`src/logic/dtc_pkg.sv`:
```
// shared constants and types for the dual timer/counter control block
package dtc_pkg;

  // register indices; byte address on the bus is four times the index
  localparam logic [7:0] IDX_IRQ_CTRL = 8'h88;
  localparam logic [7:0] IDX_MODE_SEL = 8'h89;
  localparam logic [7:0] IDX_CNT_LO_A = 8'h8A;
  localparam logic [7:0] IDX_CNT_LO_B = 8'h8B;
  localparam logic [7:0] IDX_CNT_HI_A = 8'h8C;
  localparam logic [7:0] IDX_CNT_HI_B = 8'h8D;
  localparam logic [7:0] IDX_CLK_RATE = 8'h8E;

  // register word layout
  localparam int unsigned IDX_LSB = 2;
  localparam int unsigned IDX_W = 8;
  localparam int unsigned REG_W = 8;
  localparam int unsigned DATA_W = 32;

  // reset values
  localparam logic [7:0] IRQ_CTRL_RST = 8'h00;
  localparam logic [7:0] MODE_SEL_RST = 8'h00;
  localparam logic [7:0] CNT_RST = 8'h00;
  localparam logic [2:0] RAM_STRETCH_RST = 3'h1;

  // clock rate register fields
  localparam int unsigned RATE_B_BIT = 4;
  localparam int unsigned RATE_A_BIT = 3;
  localparam int unsigned STRETCH_MSB = 2;
  localparam int unsigned CLK_RATE_W = 5;

  // 13-bit mode uses this many low-byte bits
  localparam int unsigned CNT13_LO_W = 5;

  // prescaler divide ratios of the cpu clock
  localparam int unsigned PRESC_W = 4;
  localparam logic [3:0] DIV_SLOW = 4'hC;
  localparam logic [3:0] DIV_FAST = 4'h4;

  // external pin vector positions
  localparam int unsigned PIN_IRQ_A = 0;
  localparam int unsigned PIN_IRQ_B = 1;
  localparam int unsigned PIN_CNT_A = 2;
  localparam int unsigned PIN_CNT_B = 3;
  localparam int unsigned PIN_N = 4;

  typedef enum logic [1:0] {
    MODE_13BIT = 2'h0,
    MODE_16BIT = 2'h1,
    MODE_8RELOAD = 2'h2,
    MODE_SPLIT = 2'h3
  } dtc_mode_t;

  typedef struct packed {
    logic gate_enable_b;
    logic count_sel_b;
    dtc_mode_t mode_b;
    logic gate_enable_a;
    logic count_sel_a;
    dtc_mode_t mode_a;
  } dtc_mode_sel_t;

  typedef struct packed {
    logic overflow_flag_b;
    logic run_bit_b;
    logic overflow_flag_a;
    logic run_bit_a;
    logic ext_irq_flag_b;
    logic ext_irq_type_b;
    logic ext_irq_flag_a;
    logic ext_irq_type_a;
  } dtc_irq_ctrl_t;

  // flag bundle: used both for vector acknowledges and flag outputs
  typedef struct packed {
    logic overflow_b;
    logic overflow_a;
    logic ext_b;
    logic ext_a;
  } dtc_irq_t;

endpackage : dtc_pkg

```
`src/logic/dtc_top.sv`:
```
// dual timer/counter with external interrupt flags and apb registers
`timescale 1ns/10ps

// Behaviour
// timer B counts when run, gated by pin
// timer A gated likewise with own bits
// select bit picks prescaled clock or pin
// B mode: 13-bit, 16-bit, reload, off
// A mode 11 splits into two counters
// B overflow sets flag, vector clears it
// A overflow sets flag, vector clears it
// run bit disables or enables each timer
// B edge mode: falling edge sets flag
// B level mode: flag follows low pin
// A edge mode: falling edge sets flag
// A level mode: flag follows low pin
// type bit: 0 level, 1 falling edge
// rate bit: divide 12 or 4, timer only
// stretch field resets to 001, writable
// 13-bit counter from low5 and high8
// 13-bit wraps past 1FFF, sets flag
// software masks undetermined low-byte top bits
// timeout scales with divider and count
// 16-bit mode overflows from FFFF
// reload mode copies high into low
// split high byte uses B run, flag
// split with B mode 3 holds B
// count pins synchronised, falling edge counts
module dtc_top #(
  parameter int unsigned ADDR_W = 12
) (
  // clock and reset
  input wire logic CLK_SYS_I,
  input wire logic RST_B_I,
  // apb slave
  input wire logic PSEL_I,
  input wire logic PENABLE_I,
  input wire logic PWRITE_I,
  input wire logic [ADDR_W-1:0] PADDR_I,
  input wire logic [dtc_pkg::DATA_W-1:0] PWDATA_I,
  output logic [dtc_pkg::DATA_W-1:0] PRDATA_O,
  output logic PREADY_O,
  output logic PSLVERR_O,
  // external pins
  input wire logic COUNT_PIN_A_I,
  input wire logic COUNT_PIN_B_I,
  input wire logic EXT_IRQ_PIN_A_I,
  input wire logic EXT_IRQ_PIN_B_I,
  // interrupt controller side
  input wire dtc_pkg::dtc_irq_t VECTOR_ACK_I,
  output dtc_pkg::dtc_irq_t IRQ_FLAGS_O,
  // external memory interface setting
  output logic [2:0] RAM_STRETCH_O
);
  import dtc_pkg::*;

  // reset release synchroniser
  logic rst_meta_r;
  logic rst_n_r;

  always_ff @(posedge CLK_SYS_I or negedge RST_B_I) begin
    if (!RST_B_I) begin
      rst_meta_r <= 1'b0;
      rst_n_r <= 1'b0;
    end else begin
      rst_meta_r <= 1'b1;
      rst_n_r <= rst_meta_r;
    end
  end

  // pin synchronisers and falling-edge detect
  logic [PIN_N-1:0] pin_raw;
  logic [PIN_N-1:0] pin_meta_r;
  logic [PIN_N-1:0] pin_sync_r;
  logic [PIN_N-1:0] pin_prev_r;
  logic [PIN_N-1:0] pin_fall;

  assign pin_raw = {COUNT_PIN_B_I, COUNT_PIN_A_I,
                    EXT_IRQ_PIN_B_I, EXT_IRQ_PIN_A_I};

  for (genvar i = 0; i < PIN_N; i++) begin : g_pin
    always_ff @(posedge CLK_SYS_I or negedge rst_n_r) begin
      if (!rst_n_r) begin
        pin_meta_r[i] <= 1'b1;
        pin_sync_r[i] <= 1'b1;
        pin_prev_r[i] <= 1'b1;
      end else begin
        pin_meta_r[i] <= pin_raw[i];
        pin_sync_r[i] <= pin_meta_r[i];
        pin_prev_r[i] <= pin_sync_r[i];
      end
    end
    assign pin_fall[i] = pin_prev_r[i] & ~pin_sync_r[i];
  end

  // prescaler: one shared divide-by-12 counter gives both rates
  logic [PRESC_W-1:0] presc_r;
  logic [PRESC_W-1:0] presc_nxt;
  logic tick_slow;
  logic tick_fast;

  always_comb begin
    if (presc_r == DIV_SLOW - 4'h1) begin
      presc_nxt = '0;
    end else begin
      presc_nxt = presc_r + 4'h1;
    end
  end

  always_ff @(posedge CLK_SYS_I or negedge rst_n_r) begin
    if (!rst_n_r) begin
      presc_r <= '0;
    end else begin
      presc_r <= presc_nxt;
    end
  end

  // one tick per 12 or per 4 cpu clocks sets the timeout scale
  assign tick_slow = (presc_r == DIV_SLOW - 4'h1);
  assign tick_fast = (presc_r[1:0] == 2'(DIV_FAST - 4'h1));

  // registers
  dtc_irq_ctrl_t ctrl_r;
  dtc_irq_ctrl_t ctrl_nxt;
  dtc_mode_sel_t msel_r;
  dtc_mode_sel_t msel_nxt;
  logic [CLK_RATE_W-1:0] rate_r;
  logic [CLK_RATE_W-1:0] rate_nxt;
  logic [REG_W-1:0] lo_a_r;
  logic [REG_W-1:0] hi_a_r;
  logic [REG_W-1:0] lo_b_r;
  logic [REG_W-1:0] hi_b_r;
  logic [REG_W-1:0] lo_a_nxt;
  logic [REG_W-1:0] hi_a_nxt;
  logic [REG_W-1:0] lo_b_nxt;
  logic [REG_W-1:0] hi_b_nxt;

  // bus decode
  logic [IDX_W-1:0] idx;
  logic addr_hit;
  logic wr_en;
  logic setup;
  logic [REG_W-1:0] wdata;

  assign idx = PADDR_I[IDX_LSB +: IDX_W];
  assign wdata = PWDATA_I[REG_W-1:0];
  assign setup = PSEL_I & ~PENABLE_I;
  assign wr_en = PSEL_I & PENABLE_I & PWRITE_I & addr_hit;

  always_comb begin
    addr_hit = 1'b0;
    if (PADDR_I[ADDR_W-1:IDX_LSB+IDX_W] == '0 &&
        idx >= IDX_IRQ_CTRL && idx <= IDX_CLK_RATE) begin
      addr_hit = 1'b1;
    end
  end

  // one increment step for the selected mode: {carry, high, low}
  function automatic logic [16:0] cnt_step(
    input dtc_mode_t mode,
    input logic [7:0] lo,
    input logic [7:0] hi
  );
    logic [13:0] s13;
    logic [16:0] s16;
    logic [8:0] s8;
    s13 = {1'b0, hi, lo[CNT13_LO_W-1:0]} + 14'h0001;
    s16 = {1'b0, hi, lo} + 17'h00001;
    s8 = {1'b0, lo} + 9'h001;
    case (mode)
      MODE_13BIT: begin
        // top three low-byte bits are left as they are
        cnt_step = {s13[13], s13[12:5], lo[7:5], s13[4:0]};
      end
      MODE_16BIT: begin
        cnt_step = s16;
      end
      MODE_8RELOAD: begin
        cnt_step = {s8[8], hi, s8[8] ? hi : s8[7:0]};
      end
      default: begin
        cnt_step = {s8[8], hi, s8[7:0]};
      end
    endcase
  endfunction : cnt_step

  // count enables and ticks
  logic split_a;
  logic src_a;
  logic src_b;
  logic src_hi_a;
  logic run_a;
  logic run_b;
  logic run_hi_a;
  logic inc_a;
  logic inc_b;
  logic inc_hi_a;
  logic [16:0] step_a;
  logic [16:0] step_b;
  logic [8:0] step_hi_a;
  logic ovf_a_evt;
  logic ovf_b_evt;

  assign split_a = (msel_r.mode_a == MODE_SPLIT);

  always_comb begin
    // prescaled clock or pin transitions; rate bit ignored for pins
    src_a = msel_r.count_sel_a ? pin_fall[PIN_CNT_A]
          : (rate_r[RATE_A_BIT] ? tick_fast : tick_slow);
    src_b = msel_r.count_sel_b ? pin_fall[PIN_CNT_B]
          : (rate_r[RATE_B_BIT] ? tick_fast : tick_slow);
    // split high byte is always a timer on the b rate bit
    src_hi_a = rate_r[RATE_B_BIT] ? tick_fast : tick_slow;
    run_a = ctrl_r.run_bit_a &
            (~msel_r.gate_enable_a | pin_sync_r[PIN_IRQ_A]);
    if (msel_r.mode_b == MODE_SPLIT) begin
      run_b = 1'b0;
    end else if (split_a) begin
      // run bit b belongs to the split high byte; mode bits switch b
      run_b = ~msel_r.gate_enable_b | pin_sync_r[PIN_IRQ_B];
    end else begin
      run_b = ctrl_r.run_bit_b &
              (~msel_r.gate_enable_b | pin_sync_r[PIN_IRQ_B]);
    end
    run_hi_a = split_a & ctrl_r.run_bit_b;
    inc_a = run_a & src_a;
    inc_b = run_b & src_b;
    inc_hi_a = run_hi_a & src_hi_a;
    step_a = cnt_step(msel_r.mode_a, lo_a_r, hi_a_r);
    step_b = cnt_step(msel_r.mode_b, lo_b_r, hi_b_r);
    step_hi_a = {1'b0, hi_a_r} + 9'h001;
    ovf_a_evt = inc_a & step_a[16];
    // in split mode flag b comes from the high byte of timer a
    ovf_b_evt = split_a ? (inc_hi_a & step_hi_a[8])
              : (inc_b & step_b[16]);
  end

  // count registers: a bus write to a byte wins over counting there
  always_comb begin
    lo_a_nxt = lo_a_r;
    hi_a_nxt = hi_a_r;
    lo_b_nxt = lo_b_r;
    hi_b_nxt = hi_b_r;
    if (inc_a) begin
      lo_a_nxt = step_a[7:0];
      if (!split_a) begin
        hi_a_nxt = step_a[15:8];
      end
    end
    if (inc_hi_a) begin
      hi_a_nxt = step_hi_a[7:0];
    end
    if (inc_b) begin
      lo_b_nxt = step_b[7:0];
      hi_b_nxt = step_b[15:8];
    end
    if (wr_en) begin
      case (idx)
        IDX_CNT_LO_A: lo_a_nxt = wdata;
        IDX_CNT_HI_A: hi_a_nxt = wdata;
        IDX_CNT_LO_B: lo_b_nxt = wdata;
        IDX_CNT_HI_B: hi_b_nxt = wdata;
        default: begin
        end
      endcase
    end
  end

  always_ff @(posedge CLK_SYS_I or negedge rst_n_r) begin
    if (!rst_n_r) begin
      lo_a_r <= CNT_RST;
      hi_a_r <= CNT_RST;
      lo_b_r <= CNT_RST;
      hi_b_r <= CNT_RST;
    end else begin
      lo_a_r <= lo_a_nxt;
      hi_a_r <= hi_a_nxt;
      lo_b_r <= lo_b_nxt;
      hi_b_r <= hi_b_nxt;
    end
  end

  // control registers; hardware set beats vector clear beats software
  dtc_irq_ctrl_t wctrl;

  assign wctrl = dtc_irq_ctrl_t'(wdata);

  always_comb begin
    ctrl_nxt = ctrl_r;
    msel_nxt = msel_r;
    rate_nxt = rate_r;
    if (wr_en && idx == IDX_IRQ_CTRL) begin
      ctrl_nxt = wctrl;
    end
    if (wr_en && idx == IDX_MODE_SEL) begin
      msel_nxt = dtc_mode_sel_t'(wdata);
    end
    if (wr_en && idx == IDX_CLK_RATE) begin
      rate_nxt = wdata[CLK_RATE_W-1:0];
    end
    if (VECTOR_ACK_I.overflow_b) begin
      ctrl_nxt.overflow_flag_b = 1'b0;
    end
    if (VECTOR_ACK_I.overflow_a) begin
      ctrl_nxt.overflow_flag_a = 1'b0;
    end
    if (ovf_b_evt) begin
      ctrl_nxt.overflow_flag_b = 1'b1;
    end
    if (ovf_a_evt) begin
      ctrl_nxt.overflow_flag_a = 1'b1;
    end
    // external flag b
    if (ctrl_r.ext_irq_type_b) begin
      if (VECTOR_ACK_I.ext_b) begin
        ctrl_nxt.ext_irq_flag_b = 1'b0;
      end
      if (pin_fall[PIN_IRQ_B]) begin
        ctrl_nxt.ext_irq_flag_b = 1'b1;
      end
    end else begin
      ctrl_nxt.ext_irq_flag_b = ~pin_sync_r[PIN_IRQ_B];
    end
    // external flag a
    if (ctrl_r.ext_irq_type_a) begin
      if (VECTOR_ACK_I.ext_a) begin
        ctrl_nxt.ext_irq_flag_a = 1'b0;
      end
      if (pin_fall[PIN_IRQ_A]) begin
        ctrl_nxt.ext_irq_flag_a = 1'b1;
      end
    end else begin
      ctrl_nxt.ext_irq_flag_a = ~pin_sync_r[PIN_IRQ_A];
    end
  end

  always_ff @(posedge CLK_SYS_I or negedge rst_n_r) begin
    if (!rst_n_r) begin
      ctrl_r <= dtc_irq_ctrl_t'(IRQ_CTRL_RST);
      msel_r <= dtc_mode_sel_t'(MODE_SEL_RST);
      rate_r <= {2'h0, RAM_STRETCH_RST};
    end else begin
      ctrl_r <= ctrl_nxt;
      msel_r <= msel_nxt;
      rate_r <= rate_nxt;
    end
  end

  // read data is captured in the setup cycle; zero wait states
  logic [REG_W-1:0] rd_sel;
  logic [DATA_W-1:0] prdata_r;
  logic [DATA_W-1:0] prdata_nxt;
  logic slverr_r;
  logic slverr_nxt;

  always_comb begin
    case (idx)
      IDX_IRQ_CTRL: rd_sel = ctrl_r;
      IDX_MODE_SEL: rd_sel = msel_r;
      IDX_CNT_LO_A: rd_sel = lo_a_r;
      IDX_CNT_LO_B: rd_sel = lo_b_r;
      IDX_CNT_HI_A: rd_sel = hi_a_r;
      IDX_CNT_HI_B: rd_sel = hi_b_r;
      IDX_CLK_RATE: rd_sel = {3'h0, rate_r};
      default: rd_sel = '0;
    endcase
    prdata_nxt = prdata_r;
    slverr_nxt = slverr_r;
    if (setup) begin
      prdata_nxt = (addr_hit && !PWRITE_I) ? {24'h0, rd_sel} : '0;
      slverr_nxt = ~addr_hit;
    end
  end

  always_ff @(posedge CLK_SYS_I or negedge rst_n_r) begin
    if (!rst_n_r) begin
      prdata_r <= '0;
      slverr_r <= 1'b0;
    end else begin
      prdata_r <= prdata_nxt;
      slverr_r <= slverr_nxt;
    end
  end

  assign PRDATA_O = prdata_r;
  assign PREADY_O = 1'b1;
  assign PSLVERR_O = PSEL_I & PENABLE_I & slverr_r;

  assign IRQ_FLAGS_O = '{overflow_b: ctrl_r.overflow_flag_b,
                         overflow_a: ctrl_r.overflow_flag_a,
                         ext_b: ctrl_r.ext_irq_flag_b,
                         ext_a: ctrl_r.ext_irq_flag_a};
  assign RAM_STRETCH_O = rate_r[STRETCH_MSB:0];

endmodule : dtc_top

```
`config.mk`:
```
export PLATFORM = sky130hd
export DESIGN_NAME = dtc_top
export DESIGN_NICKNAME = d
export VERILOG_FILES = /design/src/logic/dtc_pkg.sv /design/src/logic/dtc_top.sv
export SDC_FILE = /design/constraint.sdc
export NUM_CORES = 1
export LEC_CHECK = 0
export BUFFER_PORTS_ARGS = -buffer_cell sky130_fd_sc_hd__buf_4
export CAP_MARGIN = 20
export CORE_ASPECT_RATIO = 1.1
export CORE_MARGIN = 10
export CORE_UTILIZATION = 45
export DETAILED_ROUTE_END_ITERATION = 8
export GPL_TIMING_DRIVEN = 0
export MAX_ROUTING_LAYER = met4
export PLACE_DENSITY = 0.73
export SLEW_MARGIN = 20
export SYNTH_ARGS = -nofsm -noshare
export SYNTH_HDL_FRONTEND = slang
export SYNTH_SLANG_ARGS = --single-unit
```
`constraint.sdc`:
```
create_clock -name CLK_SYS_I -period 3 [get_ports CLK_SYS_I]
set_input_delay 0.45 -clock CLK_SYS_I [delete_from_list [all_inputs] [get_ports CLK_SYS_I]]
set_output_delay 0.45 -clock CLK_SYS_I [all_outputs]
set_load 0.01 [all_outputs]
```
==> reports/metrics.yaml <==
hp-class: "in -> reg"
dp_slack_ps: 429
core_um2: 11500
cts_hold_buf: 1
ioPinCount: 98
synth_area_leaders: "dfrtp_1 (31%), mux2_2 (6.5%), dfstp_2 (6.4%), buf_4 (4.5%), o21ai_0 (4.2%)"
slew_viol_final: 0
avgRoutedWirePerCell_um: 20.4
nNetsFinal: 743
combPwrFrac_pct: 9.8
synthArstFlopShare_pct: 100
synth_top_cell_by_area: "dfrtp_1"
grt_pass1_vias: 4802
met3_usage_pct: 4.16
ctsResizeCount: 0
worstSetupStartpointType: "flip-flop"
arrival_ps: 2870
reg2reg_depth: 7
finalSetupViolCount: 0
place.gp.congestion: 0.979
hpwlAfterDp_um: 12700
rsz0062_at_grt: "false"
p_leak_uw: 0.00273
start_util_pct: 46.4
max-slew-margin-rel_pct: 40.2
diodes: 0
grt_max_degree: 53
path_cells: "ha_1 -> nand4_1 -> nor2_1 -> mux2_2 -> a221o_1 -> a32oi_1 -> o21ai_0"
skew_ps: 6.08
p_per_area_nw_per_um2: 403
cts_root_buffer: "clkbuf_16"
synth.avg_cell_area_um2: 8.92
numCtsBuffers: 9
grt_antenna_before_repair: 0
synth_cell_type_count: 74
gr-usage-met2_pct: 33.0
top_usage_layer: "met2"
hp-start: "COUNT_PIN_A_I"
reg2reg_slack_ps: 350
post_cts_buffers: 0
final-hold-violation-count: 0
die_area_um2: 16700
drt-total-wl_um: 17100
p_int_uw: 1890
swShare_pct: 25.8
finalCritPeriodShare_pct: 88.2
yosysSeqAreaShare_pct: 37.7
vias: 5066
rows: 41
area_growth_pct: 18.1
synth.top_cell.area_share_pct: 31.3
port_buffers: 45
cp_slowest_stage_delay_ps: 490
first_pass_iters: 8
ir_worst_vdd_mv: 0.357
netlist_instances: 600
worstPathMaxFanout: 7
grt_pass1_wl_um: 26200
clock.fmax_mhz: 378
synthTopCellsByCount: "dfrtp_1 (67), nand2_1 (49), nor2_1 (47)"
die_y_um: 134
fp.dieW_um: 124
r2r_end: "hi_b_r[4]$_DFF_PN0_"
maxCapViolCount: 0
vias_per_cell: 6.05
crit_buf_inv: 0
setup_ws_ps: 353
yosysWarnings: 0
track_usage_pct: 20.8
status: "complete, no violations"
tightest_slew_ps: 890
seq_power_share_pct: 43.9
h-tree-depth: 3
drt_iter0_markers: 512
fin_hold_ws_ps: 203
finalCriticalPeriod_ps: 2650
p_switching_uw: 658
drive_gt1_share_pct: 24.2
crit_path_end_kind: "flip-flop"
cp_top_family: "simple AND/OR/NAND/NOR gates"
use_met1_pct: 25.3
clockBufferDepth: 2
tritoncts: "built"
cp_slowest_cell: "dfrtp_1"
clock_latency_ps: 350
criticalPathCategory: "reg -> reg"
overflow: 0
reg2reg_from: "lo_b_r[0]$_DFF_PN0_"
critical_path_required_ps: 3220
cts_sinks: 80
min_to: "pin_meta_r[2]$_DFF_PN1_"
yosysMostFrequentCell: "dfrtp_1"
hold_depth: 1
syn-cell-area_um2: 5350
drc: 0
synth_edf_count: 0
path_clk_slew_ps: 70
ys_seq_elements: 80
ys.flop_type: "dfrtp_1"
pwr-share-clk_pct: 46.3
ant_nets: 0
[stage by stage]
step	TNS (ps)	total power, µW	cell area, µm²	cells	util [%]
floorplan	0	1280	5440	624	-
global placement	-20010	1370	5970	819	51.7
detailed placement	0	1380	6000	820	52.0
CTS	0	2550	6320	837	54.8
global route	0	2630	6320	837	54.8
finish	0	2550	6320	837	54.8
[cell type report]
type	count	area [µm²]
repair buffers	47	375
flip-flops and latches	80	2020
plain buffers	74	420
multi-input cells	457	2950
inverters	13	48.8
clock inverters	6	75.1
clock buffers	10	239
well taps	150	188
fillers	1084	5220
[sequential cells by signal, summed over array words and instances, names as in the netlist]
| name | cells |
|---|---|
| pin_sync_r | 4 |
| hi_b_r | 8 |
| msel_r | 8 |
| pin_meta_r | 4 |
| hi_a_r | 8 |
| lo_a_r | 8 |
| lo_b_r | 8 |
| rate_r | 5 |
| slverr_r | 1 |
| IRQ_FLAGS_O | 4 |
| pin_prev_r | 4 |
| rst_meta_r | 1 |
| PRDATA_O | 8 |
| ctrl_r | 4 |
| presc_r | 4 |
| rst_n_r | 1 |
[metal layers]
layer	part of all wire, %	up-vias
met2	50	214
met4	2.5	0
met3	7.9	34
li1	-	2321
met1	40	2497
met5	0	-
[how the worst max path moves through the flow]
stage	startpoint	endpoint	slack [ps]	cells past startpoint
floorplan	rst_n_r$_DFF_PN0_	IRQ_FLAGS_O[0]$_DFFE_PN0P_	630	0
detailed placement	lo_b_r[0]$_DFF_PN0_	hi_b_r[4]$_DFF_PN0_	430	7
CTS	lo_b_r[0]$_DFF_PN0_	hi_b_r[4]$_DFF_PN0_	400	7
global placement	rst_n_r$_DFF_PN0_	lo_b_r[2]$_DFF_PN0_	-310	0
global route	lo_b_r[0]$_DFF_PN0_	hi_b_r[4]$_DFF_PN0_	230	7
finish	lo_b_r[0]$_DFF_PN0_	hi_b_r[4]$_DFF_PN0_	350	7
[cell usage in the layout, fill, tap and decap left out, drive strengths merged, types with 10 or more instances in the layout]
cell    instances
mux2i          14
mux2           32
a22oi          10
nor3           13
dfstp          13
dfrtp          67
nand2          49
nand3          25
buf            91
inv            16
conb           26
a31oi          13
xor2           12
o21ai          50
a21oi          34
and3           12
clkbuf         39
nor2           47
[cell families after synthesis]
group	Yosys count	share of synthesized area, %
muxes	49	10.6
and+or+nand+nor	200	19.2
adders and majority gates	4	0.935
xor gates and xnor gates	14	2.29
other	2	0.140
AOI/OAI and AO/OA	164	20.3
DFF	80	37.7
buffers and inverters	87	8.77
[power groups by stage]
stage / logic (µW) / registers [µW] / clock network, µW
2_1_floorplan: 143 / 1140 / 0
3_3_place_gp: 221 / 1150 / 0
3_5_place_dp: 242 / 1140 / 0
4_1_cts: 244 / 1120 / 1190
5_1_grt: 269 / 1120 / 1240
6_report: 249 / 1120 / 1180
(Power assumes the default switching activity.)
